===== config.mk =====
export PLATFORM = sky130hd
export DESIGN_NAME = cam_position_restore
export DESIGN_NICKNAME = d
export VERILOG_FILES = /design/src/cam_restore_pkg.sv /design/src/cam_position_restore.sv /design/src/cycle_window.sv /design/src/prev_store.sv
export VERILOG_INCLUDE_DIRS = /design/src
export SDC_FILE = /design/constraint.sdc
export NUM_CORES = 1
export LEC_CHECK = 0
export BUFFER_PORTS_ARGS = -buffer_cell sky130_fd_sc_hd__buf_2
export CORE_ASPECT_RATIO = 0.75
export CORE_MARGIN = 4
export CORE_UTILIZATION = 45
export DETAILED_ROUTE_END_ITERATION = 10
export PLACE_DENSITY = 0.7
export SYNTH_ARGS = -nofsm -noshare
export SYNTH_HDL_FRONTEND = slang
export SYNTH_SLANG_ARGS = --single-unit

===== constraint.sdc =====
create_clock -name clk_sys -period 6.22 [get_ports clk_sys]
set_clock_uncertainty 0.1 [all_clocks]
set_input_delay 0.622 -clock clk_sys [delete_from_list [all_inputs] [get_ports clk_sys]]
set_output_delay 0.622 -clock clk_sys [all_outputs]
set_load 0.01 [all_outputs]

===== src/cam_restore_defines.svh =====
// register offsets, field positions, reset values and limits of the cam restore block
// How it works
// - The main axis one-cycle position at cam start comes from the previous value (0), the initial value (1) or the input axis (2).
// - The restore target selects the cam axis one-cycle position (0), the cam standard position (1) or the feed position (2).
// - The cam standard position comes from the current feed position (0), the initial value (1) or the stored previous value (2).
// - The cam standard position of the last cam control is kept as previous value, or the feed position when none was saved.
// - Reset at power-up clears both stored previous values so no history survives.
// - For targets 1 and 2 the cam one-cycle position comes from the previous value (0), the initial value (1) or the main one-cycle position (2).
// - The cam one-cycle position at the end of the last cam control is kept as previous value.
// - The initial main one-cycle position is accepted only from zero to one below the cycle length.
// - One-cycle initial values use the output axis unit with input axis 1 and the encoder axis unit with input axis 2.
// - The initial cam standard position is used only with method 1 and is accepted only within -999999 to 999999; beyond that the feed position is used.
// - The search for the restored cam one-cycle position starts at a point from zero to one below the cycle length.
// - The encoder axis unit is one digit: 0 mm, 1 inch, 2 degree, 3 pulse.
// - The main input axis selection means 0 disabled, 1 servo input axis, 2 encoder axis.
// - Cycle length and the other cam settings are taken over only when cam control starts.
`ifndef CAM_RESTORE_DEFINES_SVH
`define CAM_RESTORE_DEFINES_SVH

`define CR_ADDR_W 12
`define CR_OFS_MAIN_METHOD 12'h004
`define CR_OFS_TARGET 12'h008
`define CR_OFS_BASE_METHOD 12'h00C
`define CR_OFS_CYCLE_METHOD 12'h010
`define CR_OFS_MAIN_INIT 12'h014
`define CR_OFS_BASE_INIT 12'h018
`define CR_OFS_SEARCH_START 12'h01C
`define CR_OFS_ENC_UNIT 12'h038
`define CR_OFS_INPUT_AXIS 12'h078
`define CR_OFS_CYCLE_LEN 12'h0C0
`define CR_OFS_OUT_UNIT 12'h100
`define CR_OFS_STATUS 12'h108
`define CR_OFS_MAIN_POS 12'h10C
`define CR_OFS_BASE_POS 12'h110
`define CR_OFS_CYCLE_POS 12'h114
`define CR_OFS_FEED_POS 12'h118

`define CR_SEL_W 2
`define CR_SEL_RESET 2'h0
`define CR_BASE_LIMIT 32'h000F423F

`define CR_ST_PREV_BASE 0
`define CR_ST_PREV_CYCLE 1
`define CR_ST_ERR_MAIN 2
`define CR_ST_ERR_BASE 3
`define CR_ST_ERR_SEARCH 4
`define CR_ST_ACTIVE 5
`define CR_ST_UNIT_LSB 8

`endif


===== src/cam_restore_pkg.sv =====
// types shared by the cam restore block
package cam_restore_pkg;
    typedef enum logic [1:0] {
        ST_IDLE = 2'b00,
        ST_LATCH = 2'b01,
        ST_SELECT = 2'b10,
        ST_RUN = 2'b11
    } phase_e;

    typedef enum logic [1:0] {
        AXIS_OFF = 2'b00,
        AXIS_SERVO = 2'b01,
        AXIS_ENCODER = 2'b10
    } input_axis_e;

    typedef enum logic [1:0] {
        TGT_CYCLE = 2'b00,
        TGT_BASE = 2'b01,
        TGT_FEED = 2'b10
    } restore_target_e;
endpackage : cam_restore_pkg


===== src/cam_position_restore.sv =====
// cam start restore selection with its register file
`timescale 1ns/1ps
`include "cam_restore_defines.svh"
module cam_position_restore #(
    parameter int POS_W = 32
) (
    // clock and reset
    input wire logic clk_sys,
    input wire logic arst_n,
    // register port
    input wire logic [`CR_ADDR_W-1:0] reg_addr,
    input wire logic [31:0] reg_wdata,
    input wire logic reg_wr,
    input wire logic reg_rd,
    output logic [31:0] reg_rdata,
    // cam control events
    input wire logic cam_start,
    input wire logic cam_stop,
    // live axis positions
    input wire logic signed [POS_W-1:0] feed_pos,
    input wire logic signed [POS_W-1:0] input_cycle_pos,
    input wire logic [POS_W-1:0] cam_cycle_end_pos,
    // restored positions
    output logic [POS_W-1:0] main_cycle_pos,
    output logic signed [POS_W-1:0] cam_base_pos,
    output logic [POS_W-1:0] cam_cycle_pos,
    output logic signed [POS_W-1:0] cam_feed_pos,
    output logic [1:0] cycle_pos_unit,
    output logic restore_done,
    output logic cam_active
);
    localparam int SW = `CR_SEL_W;

    typedef struct packed {
        cam_restore_pkg::phase_e phase;
        // software settings
        logic [SW-1:0] main_method;
        logic [SW-1:0] target;
        logic [SW-1:0] base_method;
        logic [SW-1:0] cycle_method;
        logic signed [POS_W-1:0] main_init;
        logic signed [POS_W-1:0] base_init;
        logic signed [POS_W-1:0] search_start;
        logic [SW-1:0] enc_unit;
        logic [SW-1:0] input_axis;
        logic [POS_W-1:0] cycle_len;
        logic [SW-1:0] out_unit;
        // copies taken at cam start
        logic [SW-1:0] sh_main_method;
        logic [SW-1:0] sh_target;
        logic [SW-1:0] sh_base_method;
        logic [SW-1:0] sh_cycle_method;
        logic signed [POS_W-1:0] sh_main_init;
        logic signed [POS_W-1:0] sh_base_init;
        logic signed [POS_W-1:0] sh_search_start;
        logic [SW-1:0] sh_input_axis;
        logic [POS_W-1:0] sh_cycle_len;
        logic signed [POS_W-1:0] sh_feed;
        logic signed [POS_W-1:0] sh_input;
        // results and status
        logic [POS_W-1:0] main_pos;
        logic signed [POS_W-1:0] base_pos;
        logic [POS_W-1:0] cycle_pos;
        logic signed [POS_W-1:0] feed;
        logic [1:0] unit;
        logic base_ok;
        logic err_main;
        logic err_base;
        logic err_search;
        logic done;
        logic active;
        logic [31:0] rdata;
    } ctrl_s;

    ctrl_s s;
    ctrl_s next_s;

    // ==========================================================
    // cycle window checks
    // ==========================================================
    logic signed [POS_W-1:0] win_val [3];
    logic win_ok [3];
    logic [POS_W-1:0] win_wrap [3];

    assign win_val[0] = s.sh_main_init;
    assign win_val[1] = s.sh_search_start;
    assign win_val[2] = s.sh_input;

    for (genvar i = 0; i < 3; i++) begin : g_win
        cycle_window #(
            .POS_W(POS_W)
        ) u_win (
            .value(win_val[i]),
            .cycle_len(s.sh_cycle_len),
            .in_range(win_ok[i]),
            .wrapped(win_wrap[i])
        );
    end

    // ==========================================================
    // previous values
    // ==========================================================
    logic signed [POS_W-1:0] prev_base;
    logic [POS_W-1:0] prev_cycle;
    logic prev_valid;
    logic save_prev;

    assign save_prev = (s.phase == cam_restore_pkg::ST_RUN) && cam_stop;

    prev_store #(
        .POS_W(POS_W)
    ) u_prev (
        .clk_sys(clk_sys),
        .arst_n(arst_n),
        .save(save_prev),
        .base_saved(s.base_ok),
        .base_in(s.base_pos),
        .feed_in(feed_pos),
        .cycle_in(cam_cycle_end_pos),
        .prev_base(prev_base),
        .prev_cycle(prev_cycle),
        .prev_valid(prev_valid)
    );

    // ==========================================================
    // next state
    // ==========================================================
    logic [POS_W-1:0] sel_main;
    logic signed [POS_W-1:0] base_lim;
    logic [31:0] status;

    assign base_lim = POS_W'(`CR_BASE_LIMIT);
    assign status = {16'h0000, 6'h00, s.unit, 2'h0,
                     s.phase != cam_restore_pkg::ST_IDLE,
                     s.err_search, s.err_base, s.err_main, prev_valid, prev_valid};

    always_comb begin
        next_s = s;
        next_s.done = 1'b0;
        next_s.rdata = 32'h00000000;
        sel_main = s.main_pos;

        // register writes land at any time, only the copies drive a restore
        if (reg_wr) begin
            case (reg_addr)
                `CR_OFS_MAIN_METHOD: next_s.main_method = reg_wdata[SW-1:0];
                `CR_OFS_TARGET: next_s.target = reg_wdata[SW-1:0];
                `CR_OFS_BASE_METHOD: next_s.base_method = reg_wdata[SW-1:0];
                `CR_OFS_CYCLE_METHOD: next_s.cycle_method = reg_wdata[SW-1:0];
                `CR_OFS_MAIN_INIT: next_s.main_init = POS_W'(reg_wdata);
                `CR_OFS_BASE_INIT: next_s.base_init = POS_W'(reg_wdata);
                `CR_OFS_SEARCH_START: next_s.search_start = POS_W'(reg_wdata);
                `CR_OFS_ENC_UNIT: next_s.enc_unit = reg_wdata[SW-1:0];
                `CR_OFS_INPUT_AXIS: next_s.input_axis = reg_wdata[SW-1:0];
                `CR_OFS_CYCLE_LEN: next_s.cycle_len = POS_W'(reg_wdata);
                `CR_OFS_OUT_UNIT: next_s.out_unit = reg_wdata[SW-1:0];
                default: ;
            endcase
        end

        if (reg_rd) begin
            case (reg_addr)
                `CR_OFS_MAIN_METHOD: next_s.rdata = 32'(s.main_method);
                `CR_OFS_TARGET: next_s.rdata = 32'(s.target);
                `CR_OFS_BASE_METHOD: next_s.rdata = 32'(s.base_method);
                `CR_OFS_CYCLE_METHOD: next_s.rdata = 32'(s.cycle_method);
                `CR_OFS_MAIN_INIT: next_s.rdata = 32'(s.main_init);
                `CR_OFS_BASE_INIT: next_s.rdata = 32'(s.base_init);
                `CR_OFS_SEARCH_START: next_s.rdata = 32'(s.search_start);
                `CR_OFS_ENC_UNIT: next_s.rdata = 32'(s.enc_unit);
                `CR_OFS_INPUT_AXIS: next_s.rdata = 32'(s.input_axis);
                `CR_OFS_CYCLE_LEN: next_s.rdata = 32'(s.cycle_len);
                `CR_OFS_OUT_UNIT: next_s.rdata = 32'(s.out_unit);
                `CR_OFS_STATUS: next_s.rdata = status;
                `CR_OFS_MAIN_POS: next_s.rdata = 32'(s.main_pos);
                `CR_OFS_BASE_POS: next_s.rdata = 32'(s.base_pos);
                `CR_OFS_CYCLE_POS: next_s.rdata = 32'(s.cycle_pos);
                `CR_OFS_FEED_POS: next_s.rdata = 32'(s.feed);
                default: next_s.rdata = 32'h00000000;
            endcase
        end

        case (s.phase)
            cam_restore_pkg::ST_IDLE: begin
                if (cam_start) begin
                    next_s.phase = cam_restore_pkg::ST_LATCH;
                end
            end
            cam_restore_pkg::ST_LATCH: begin
                // settings are frozen here and nowhere else
                next_s.sh_main_method = s.main_method;
                next_s.sh_target = s.target;
                next_s.sh_base_method = s.base_method;
                next_s.sh_cycle_method = s.cycle_method;
                next_s.sh_main_init = s.main_init;
                next_s.sh_base_init = s.base_init;
                next_s.sh_search_start = s.search_start;
                next_s.sh_input_axis = s.input_axis;
                next_s.sh_cycle_len = s.cycle_len;
                next_s.sh_feed = feed_pos;
                next_s.sh_input = input_cycle_pos;
                // unit of the one-cycle values follows the main input axis
                case (s.input_axis)
                    cam_restore_pkg::AXIS_SERVO: next_s.unit = s.out_unit;
                    cam_restore_pkg::AXIS_ENCODER: next_s.unit = s.enc_unit;
                    default: next_s.unit = s.unit;
                endcase
                next_s.phase = cam_restore_pkg::ST_SELECT;
            end
            cam_restore_pkg::ST_SELECT: begin
                // one pass: main, then base, then cam cycle from the fresh main
                next_s.err_main = 1'b0;
                next_s.err_base = 1'b0;
                next_s.err_search = 1'b0;
                case (s.sh_main_method)
                    2'h0: sel_main = s.main_pos;
                    2'h1: begin
                        sel_main = win_ok[0] ? $unsigned(s.sh_main_init) : '0;
                        next_s.err_main = !win_ok[0];
                    end
                    2'h2: begin
                        // a disabled input axis gives no position to derive from
                        sel_main = (s.sh_input_axis == cam_restore_pkg::AXIS_OFF) ?
                                   '0 : win_wrap[2];
                    end
                    default: sel_main = s.main_pos;
                endcase
                next_s.main_pos = sel_main;

                next_s.base_ok = 1'b1;
                case (s.sh_base_method)
                    2'h0: next_s.base_pos = s.sh_feed;
                    2'h1: begin
                        if (s.sh_base_init > base_lim || s.sh_base_init < -base_lim) begin
                            next_s.base_pos = s.sh_feed;
                            next_s.err_base = 1'b1;
                            next_s.base_ok = 1'b0;
                        end else begin
                            next_s.base_pos = s.sh_base_init;
                        end
                    end
                    2'h2: next_s.base_pos = prev_valid ? prev_base : s.sh_feed;
                    default: next_s.base_pos = s.sh_feed;
                endcase

                if (s.sh_target == cam_restore_pkg::TGT_CYCLE) begin
                    // search begins at the start point, return path included
                    next_s.cycle_pos = win_ok[1] ? $unsigned(s.sh_search_start) : '0;
                    next_s.err_search = !win_ok[1];
                end else begin
                    case (s.sh_cycle_method)
                        2'h0: next_s.cycle_pos = prev_valid ? prev_cycle : '0;
                        2'h1: begin
                            next_s.cycle_pos = win_ok[1] ? $unsigned(s.sh_search_start) : '0;
                            next_s.err_search = !win_ok[1];
                        end
                        2'h2: next_s.cycle_pos = sel_main;
                        default: next_s.cycle_pos = '0;
                    endcase
                end
                next_s.feed = s.sh_feed;
                next_s.done = 1'b1;
                next_s.phase = cam_restore_pkg::ST_RUN;
            end
            cam_restore_pkg::ST_RUN: begin
                if (cam_stop) begin
                    next_s.phase = cam_restore_pkg::ST_IDLE;
                end
            end
            default: next_s.phase = cam_restore_pkg::ST_IDLE;
        endcase
        // registered copy of the run phase, so the pin carries no decode
        next_s.active = (next_s.phase == cam_restore_pkg::ST_RUN);
    end

    // ==========================================================
    // state register
    // ==========================================================
    always_ff @(posedge clk_sys or negedge arst_n) begin
        if (!arst_n) begin
            s <= '0;
        end else begin
            s <= next_s;
        end
    end

    assign reg_rdata = s.rdata;
    assign main_cycle_pos = s.main_pos;
    assign cam_base_pos = s.base_pos;
    assign cam_cycle_pos = s.cycle_pos;
    assign cam_feed_pos = s.feed;
    assign cycle_pos_unit = s.unit;
    assign restore_done = s.done;
    assign cam_active = s.active;
endmodule : cam_position_restore


===== src/cycle_window.sv =====
// range check and single-step wrap of a position against the cam cycle length
`timescale 1ns/1ps
module cycle_window #(
    parameter int POS_W = 32
) (
    // position and cycle
    input wire logic signed [POS_W-1:0] value,
    input wire logic [POS_W-1:0] cycle_len,
    // results
    output logic in_range,
    output logic [POS_W-1:0] wrapped
);
    // zero length leaves no position legal
    assign in_range = (value >= 0) && ($unsigned(value) < cycle_len);
    // one step is enough for input positions already near the cycle
    assign wrapped = (value < 0) ? $unsigned(value) + cycle_len :
                     (in_range || cycle_len == '0) ? $unsigned(value) :
                     $unsigned(value) - cycle_len;
endmodule : cycle_window


===== src/prev_store.sv =====
// previous cam standard and cam one-cycle positions kept across cam controls
`timescale 1ns/1ps
module prev_store #(
    parameter int POS_W = 32
) (
    // clock and reset
    input wire logic clk_sys,
    input wire logic arst_n,
    // end of cam control
    input wire logic save,
    input wire logic base_saved,
    input wire logic signed [POS_W-1:0] base_in,
    input wire logic signed [POS_W-1:0] feed_in,
    input wire logic [POS_W-1:0] cycle_in,
    // stored values
    output logic signed [POS_W-1:0] prev_base,
    output logic [POS_W-1:0] prev_cycle,
    output logic prev_valid
);
    typedef struct packed {
        logic signed [POS_W-1:0] base;
        logic [POS_W-1:0] cycle;
        logic valid;
    } store_s;

    store_s s;
    store_s next_s;

    always_comb begin
        next_s = s;
        if (save) begin
            next_s.base = base_saved ? base_in : feed_in;
            next_s.cycle = cycle_in;
            next_s.valid = 1'b1;
        end
    end

    // power-up reset is the only thing that clears history
    always_ff @(posedge clk_sys or negedge arst_n) begin
        if (!arst_n) begin
            s <= '0;
        end else begin
            s <= next_s;
        end
    end

    assign prev_base = s.base;
    assign prev_cycle = s.cycle;
    assign prev_valid = s.valid;
endmodule : prev_store


# [Yosys cells after proc, flatten, opt, wreduce, memory -nomap -nowiden]
# Index checks and enable logic that the tools add are counted.
# Widths: inputs -> output; s select.
[word_totals] register_bits=579 in_bits=146 out_inout_bits=164 word_cells=131
[op_classes] addsub=2 magnitude_cmp=9 eq_ne=28 muxes=27 reduce_logical=27
[ops] op="$pmux 32 s16" count=1
[ops] op="$mux 32" count=11
[ops] op="$pmux 32 s2" count=2
[ops] op="$ge 32x1->1 const B" count=3
[ops] op="$lt 32x32->1" count=3
[ops] op="$pmux 32 s3" count=1
[ops] op="$eq 12x9->1 const B" count=6
[ops] op="$eq 12x5->1 const B" count=4
[ops] op="$add 32x32->32" count=1
[ops] op="$gt 32x21->1 const B" count=1
[ops] op="$logic_not 32->1" count=1
[ops] op="$lt 32x1->1 const B" count=1
[ops] op="$lt 32x21->1 const B" count=1
[ops] op="$sub 32x32->32" count=1
[ops] op="$eq 12x4->1 const B" count=2
[ops] op="$reduce_and 2->1" count=12
[ops] op="$eq 2x2->1 const B" count=7
[ops] op="$eq 12x3->1 const B" count=1
[ops] op="$eq 12x6->1 const B" count=1
[ops] op="$eq 12x7->1 const B" count=1
[ops] op="$eq 12x8->1 const B" count=1
[ops] op="$eq 2x1->1 const B" count=5
[ops] op="$logic_not 2->1" count=4
[ops] op="$mux 1" count=8
[ops] op="other kinds (7)" count=14

# [Logic depth before layout (Yosys ltp)]
[depth] word_depth=9 mapped_depth=15 ltp_nobuf=13

# [Modules after synthesis]
# Synthesis repeated with hierarchy kept, for this count alone.
[unflattened] hier_cells=4730 area_unflattened_um2=40203.6
[modules_own_cells] module="cam_position_restore" n_inst=1 cells_per_inst=2523 area_per_inst_um2=24491.0 seq_area_each_um2=12862.3
[modules_own_cells] module="cycle_window" n_inst=3 cells_per_inst=666 area_per_inst_um2=4280.4 seq_area_each_um2=0.0
[modules_own_cells] module="prev_store" n_inst=1 cells_per_inst=209 area_per_inst_um2=2871.5 seq_area_each_um2=1626.6

# [Least setup slack after synthesis]
# OpenSTA, ideal clock, no wires.
[synth_path] kind="reg-to-reg" from="register s[238] (netlist name)" to="register s, in the netlist cam_cycle_pos[19]" setup_ns=0.077 arrival_time_ns=2.891 required_ns=6.043 slack_ns=3.152 path_stages_with_launch=14 path_buffers=1 synth_period_minus_slack_ns=3.068 cell_sequence="dfrtp_1 -> inv_1 -> ha_1 -> buf_4 -> or3_1 -> a2111o_1 -> a31oi_1 -> o2111ai_1 -> a21oi_1 -> nor2_1 -> xnor2_1 -> a211oi_1 -> o221ai_1 -> a21oi_1"
[synth_between] elab_chain_cells=9 word_cells_on_any_way=18 classes_between="add/sub (2); order compare (3); mux (8); reduce/logical (5)"
[synth_rtl] item="start, declared" line_no="cam_position_restore.sv:75" text="ctrl_s s;"
[synth_rtl] item="start signal, assigned" line_no="cam_position_restore.sv:283" text="s <= next_s;"
[synth_rtl] item="$lt 32x32->1" line_no="cycle_window.sv:14" text="assign in_range = (value >= 0) && ($unsigned(value) < cycle_len);"
[synth_rtl] item="$logic_and 1x1->1" line_no="cycle_window.sv:14"
[synth_rtl] item="$logic_or 1x1->1" line_no="cycle_window.sv:17" text="(in_range || cycle_len == '0) ? $unsigned(value) :"
[synth_rtl] item="$mux 32" line_no="cycle_window.sv:17"
[synth_rtl] item="$mux 32" line_no="cycle_window.sv:16" text="assign wrapped = (value < 0) ? $unsigned(value) + cycle_len :"
[synth_rtl] item="$mux 32" line_no="cam_position_restore.sv:223" text="sel_main = (s.sh_input_axis == cam_restore_pkg::AXIS_OFF) ?"
[synth_rtl] item="$pmux 32 s2" line_no="cam_position_restore.sv:215" text="case (s.sh_main_method)"
[synth_rtl] item="$pmux 32 s3" line_no="cam_position_restore.sv:251" text="case (s.sh_cycle_method)"
[synth_rtl] item="$mux 32 *" line_no="cam_position_restore.sv:246" text="if (s.sh_target == cam_restore_pkg::TGT_CYCLE) begin"
# Mark *: on every way between the ends. The rest lies on a longest branch, timed or not.
# A chain may end at the register's enable or synchronous reset.

# [Worst setup path in the final report]
[layout_path] from="register s[241] (netlist name)" to="register s, in the netlist cam_cycle_pos[30]"
# The elaborated chain is that of the path after synthesis.

==> impl_metrics.json <==
{
  "dr.first_iter.drc_count": 4114,
  "grt_overflow": 0,
  "dp_cells": 4395,
  "dr.pass1.iters": 8,
  "synthTopCellsByArea": "dfrtp_1 45%, nand2_1 9.7%, mux2_2 6.6%, ha_1 5.1%, buf_4 4.0%",
  "pwr-share-clk_pct": 24.5,
  "setup_viol": 0,
  "synth_seq_area_share_pct": 45.09,
  "hold_violations": 0,
  "drv_slew": 0,
  "die_area_um2": 75790,
  "rsz0062_at_grt": "false",
  "cts_buffers": 58,
  "start_util_pct": 45.63,
  "synth_cell_type_count": 86,
  "postCtsSetupBuffers": 0,
  "fmax_mhz": 214.7,
  "ys.flop_type": "dfrtp_1",
  "crit_chain": "inv_1 > ha_1 > a21o_1 > a31oi_1 > o31ai_2 > a21oi_2 > o41ai_4 > buf_4 > o21ai_0 > a221oi_1 > o21ai_1 > a21oi_1",
  "power_frac_comb_pct": 36.4,
  "avgViaCountPerCell": 6.235,
  "grt_max_degree": 194,
  "place_hpwl_um": 93930,
  "worstPathMaxFanout": 23,
  "clk_latency_ns": 0.66,
  "synth-seq-cells": 579,
  "synth_top_area_share_pct": 45.09,
  "syn_avg_cell_area_um2": 9.311,
  "p_sw_share_pct": 42.68,
  "clock-sinks": 579,
  "io_pins": 310,
  "drive_gt1_share_pct": 19.54,
  "worstPathRequired_ns": 6.70,
  "worst_slew_pin_slew_ns": 1.378,
  "fin_crit_ns": 4.658,
  "clock-root-buffer": "clkbuf_16",
  "grt_antenna_before_repair": 19,
  "fp-row-count": 84,
  "antenna_left": 0,
  "finalSetupTns_ns": 0,
  "maxCapViolCount": 0,
  "yosys_warnings": 0,
  "path_buf_inv": 2,
  "grt_pass1_vias": 26060,
  "wl_per_cell_um": 28.14,
  "seqPwrFrac_pct": 39.1,
  "p_sw_mw": 6.133,
  "powerDensity_nw_per_um2": 407.0,
  "hold_path_class": "input pin to flop",
  "cp_slowest_cell": "a221oi_1",
  "htree_levels": 2,
  "remaining_drc_errors": 0,
  "ir_drop_mv": 0.3828,
  "die_x_um": 316.6,
  "crit_type": "flop to flop",
  "grt_first_pass_wirelength_um": 181900,
  "fin_crit_sh_pct": 74.89,
  "grt_use_total_pct": 32.67,
  "syn_nets": 3729,
  "synth_edf_count": 0,
  "async_flop_share_pct": 100.0,
  "wl_um": 126900,
  "syn_inst": 3451,
  "crit_path_end_kind": "flop",
  "syn_to_final_growth_pct": 9.863,
  "crit_family": "compound AO/OA/AOI/OAI gates",
  "hold_ws_ns": 0.06761,
  "dr_total_vias": 28130,
  "final_cells": 4511,
  "numPortBuffers": 309,
  "p_int_mw": 8.235,
  "die_y_um": 239.4,
  "slowest_delay_ns": 0.86,
  "fin_nets": 3788,
  "cp.arrival_ns": 5.14,
  "p_leak_nw": 17.18,
  "gp_congestion": 1.087,
  "fp.coreArea_um2": 70420,
  "outcome": "complete, no violations",
  "worstSetupStartpointType": "flop",
  "cts_tree": "yes",
  "synth.cell_area_um2": 32130,
  "cts_buffer_depth": 3,
  "synth_top_area_cell": "dfrtp_1",
  "clk_pin_slew_ns": 0.07,
  "maxSlewHeadroom_pct": 8.103
}
## final timing paths
check	from	endpoint	slack [ns]	cells after the start
worst max-delay path	s[241]	cam_cycle_pos[30]	1.56	12
worst min-delay path	input_cycle_pos[29]	s[197]	0.07	3
worst max register to register	s[241]	cam_cycle_pos[30]	1.56	12
worst min register to register	u_prev.prev_base[20]	u_prev.prev_base[20]	0.38	2
max in group asynchronous	arst_n	s[365]	4.07	3
min in group asynchronous	arst_n	reg_rdata[13]	0.51	2
## kinds of logic (layout without fill, tap and decap cells)
family / count (synthesis) / after routing / share of synthesized area (%)
xor+xnor: 49 / 49 / 1.336
compound gates: 860 / 860 / 18.21
simple gates: 1152 / 1152 / 14.99
buf+inv: 454 / 560 / 7.449
other cells: 0 / 8 / 0
flops: 579 / 579 / 45.09
fa+ha+maj: 132 / 132 / 5.187
mux: 225 / 225 / 7.745
## synth_stat cells (7+ instances only)
cell type / instances
and3_1: 13
nor4_1: 24
buf_2: 26
a21oi_1: 170
buf_1: 28
inv_1: 82
or3_1: 8
a221oi_1: 70
dfrtp_1: 579
nand3_1: 16
o21bai_1: 13
a211oi_1: 23
clkbuf_1: 143
a22o_1: 36
a21o_1: 43
nand4_1: 23
o31ai_1: 29
o21ai_1: 7
o21a_1: 12
o22ai_1: 11
o211ai_1: 10
nand2_1: 827
ha_1: 130
a31oi_1: 51
and4_1: 8
buf_4: 171
nor2_1: 131
nor3_1: 31
mux2_2: 189
nor2b_1: 13
and2_1: 7
a22oi_1: 63
a211o_1: 9
o221ai_1: 16
nand2b_1: 34
o21ai_0: 198
mux2i_1: 36
a222oi_1: 30
xnor2_1: 44
## registers in the layout (all words and copies together), names as in the netlist
name,count
restore_done,1
cam_cycle_pos,32
s,350
main_cycle_pos,32
cam_active,1
u_prev.prev_valid,1
cycle_pos_unit,2
cam_base_pos,32
cam_feed_pos,32
u_prev.prev_cycle,32
reg_rdata,32
u_prev.prev_base,32
## what timing repair did
item	in CTS	in global routing
resized for setup	0	0
hold buffers	1	0
endpoints found under the hold margin	29	0
## layout by cell type (no fill, tap or decap), types with 29 or more instances in the layout
master	instances
nand2_1	827
dfrtp_1	578
buf_2	308
o21ai_0	198
mux2_2	189
a21oi_1	170
ha_1	130
nor2_1	124
inv_1	82
a221oi_1	70
a22oi_1	63
clkbuf_16	58
buf_4	54
a31oi_1	51
xnor2_1	44
a21o_1	43
a22o_1	36
mux2i_1	36
nand2b_1	32
nor3_1	30
a222oi_1	30
o31ai_1	29
## final cells by class
cell class                      count  area, um2
Fill cell                        6549      35110
Multi-Input combinational cell   2418      15350
Sequential cell                   579      14490
Timing Repair Buffer              369       2072
Clock buffer                       86       1697
Tap cell                          946       1184
Inverter                           84      315.3
Clock inverter                     21      177.7
Antenna cell                        8      20.02
## worst register-to-register path, delay by kind of cell (launching register included)
kind / cells / cell delay, ns
AO/OA/AOI/OAI: 9 / 2.94
adder cells (fa/ha/maj): 1 / 0.59
buffers and inverters: 2 / 0.53
flip-flops: 1 / 0.42
## power groups by stage
stage | sequential (mW) | clock (mW) | combinational [mW]
finish | 5.61 | 3.53 | 5.23
global route | 5.65 | 3.71 | 5.69
CTS | 5.55 | 3.56 | 5.11
detailed placement | 5.61 | 0 | 5.09
global placement | 5.60 | 0 | 5.08
floorplan | 5.06 | 0 | 3.99
## metrics by stage
step / setup slack, ns / power (mW) / area, um2 / util, %
finish: 1.562 / 14.37 / 35300 / 50.13
floorplan: 3.152 / 9.045 / 32130 / -
global route: 1.386 / 15.05 / 35290 / 50.11
CTS: 1.712 / 14.22 / 35280 / 50.10
detailed placement: 1.777 / 10.70 / 33400 / 47.43
global placement: 1.806 / 10.67 / 33400 / 47.43
## per-layer routing
layer	part of all wire [%]	vias to the layer above	track usage [%]
met5	0.062	-	0
met4	4.3	12	12.47
met2	39	1726	44.08
li1	-	12200	-
met1	41	13920	46.09
met3	15	270	14.13
Note: power is estimated with default switching activity, not from simulation.
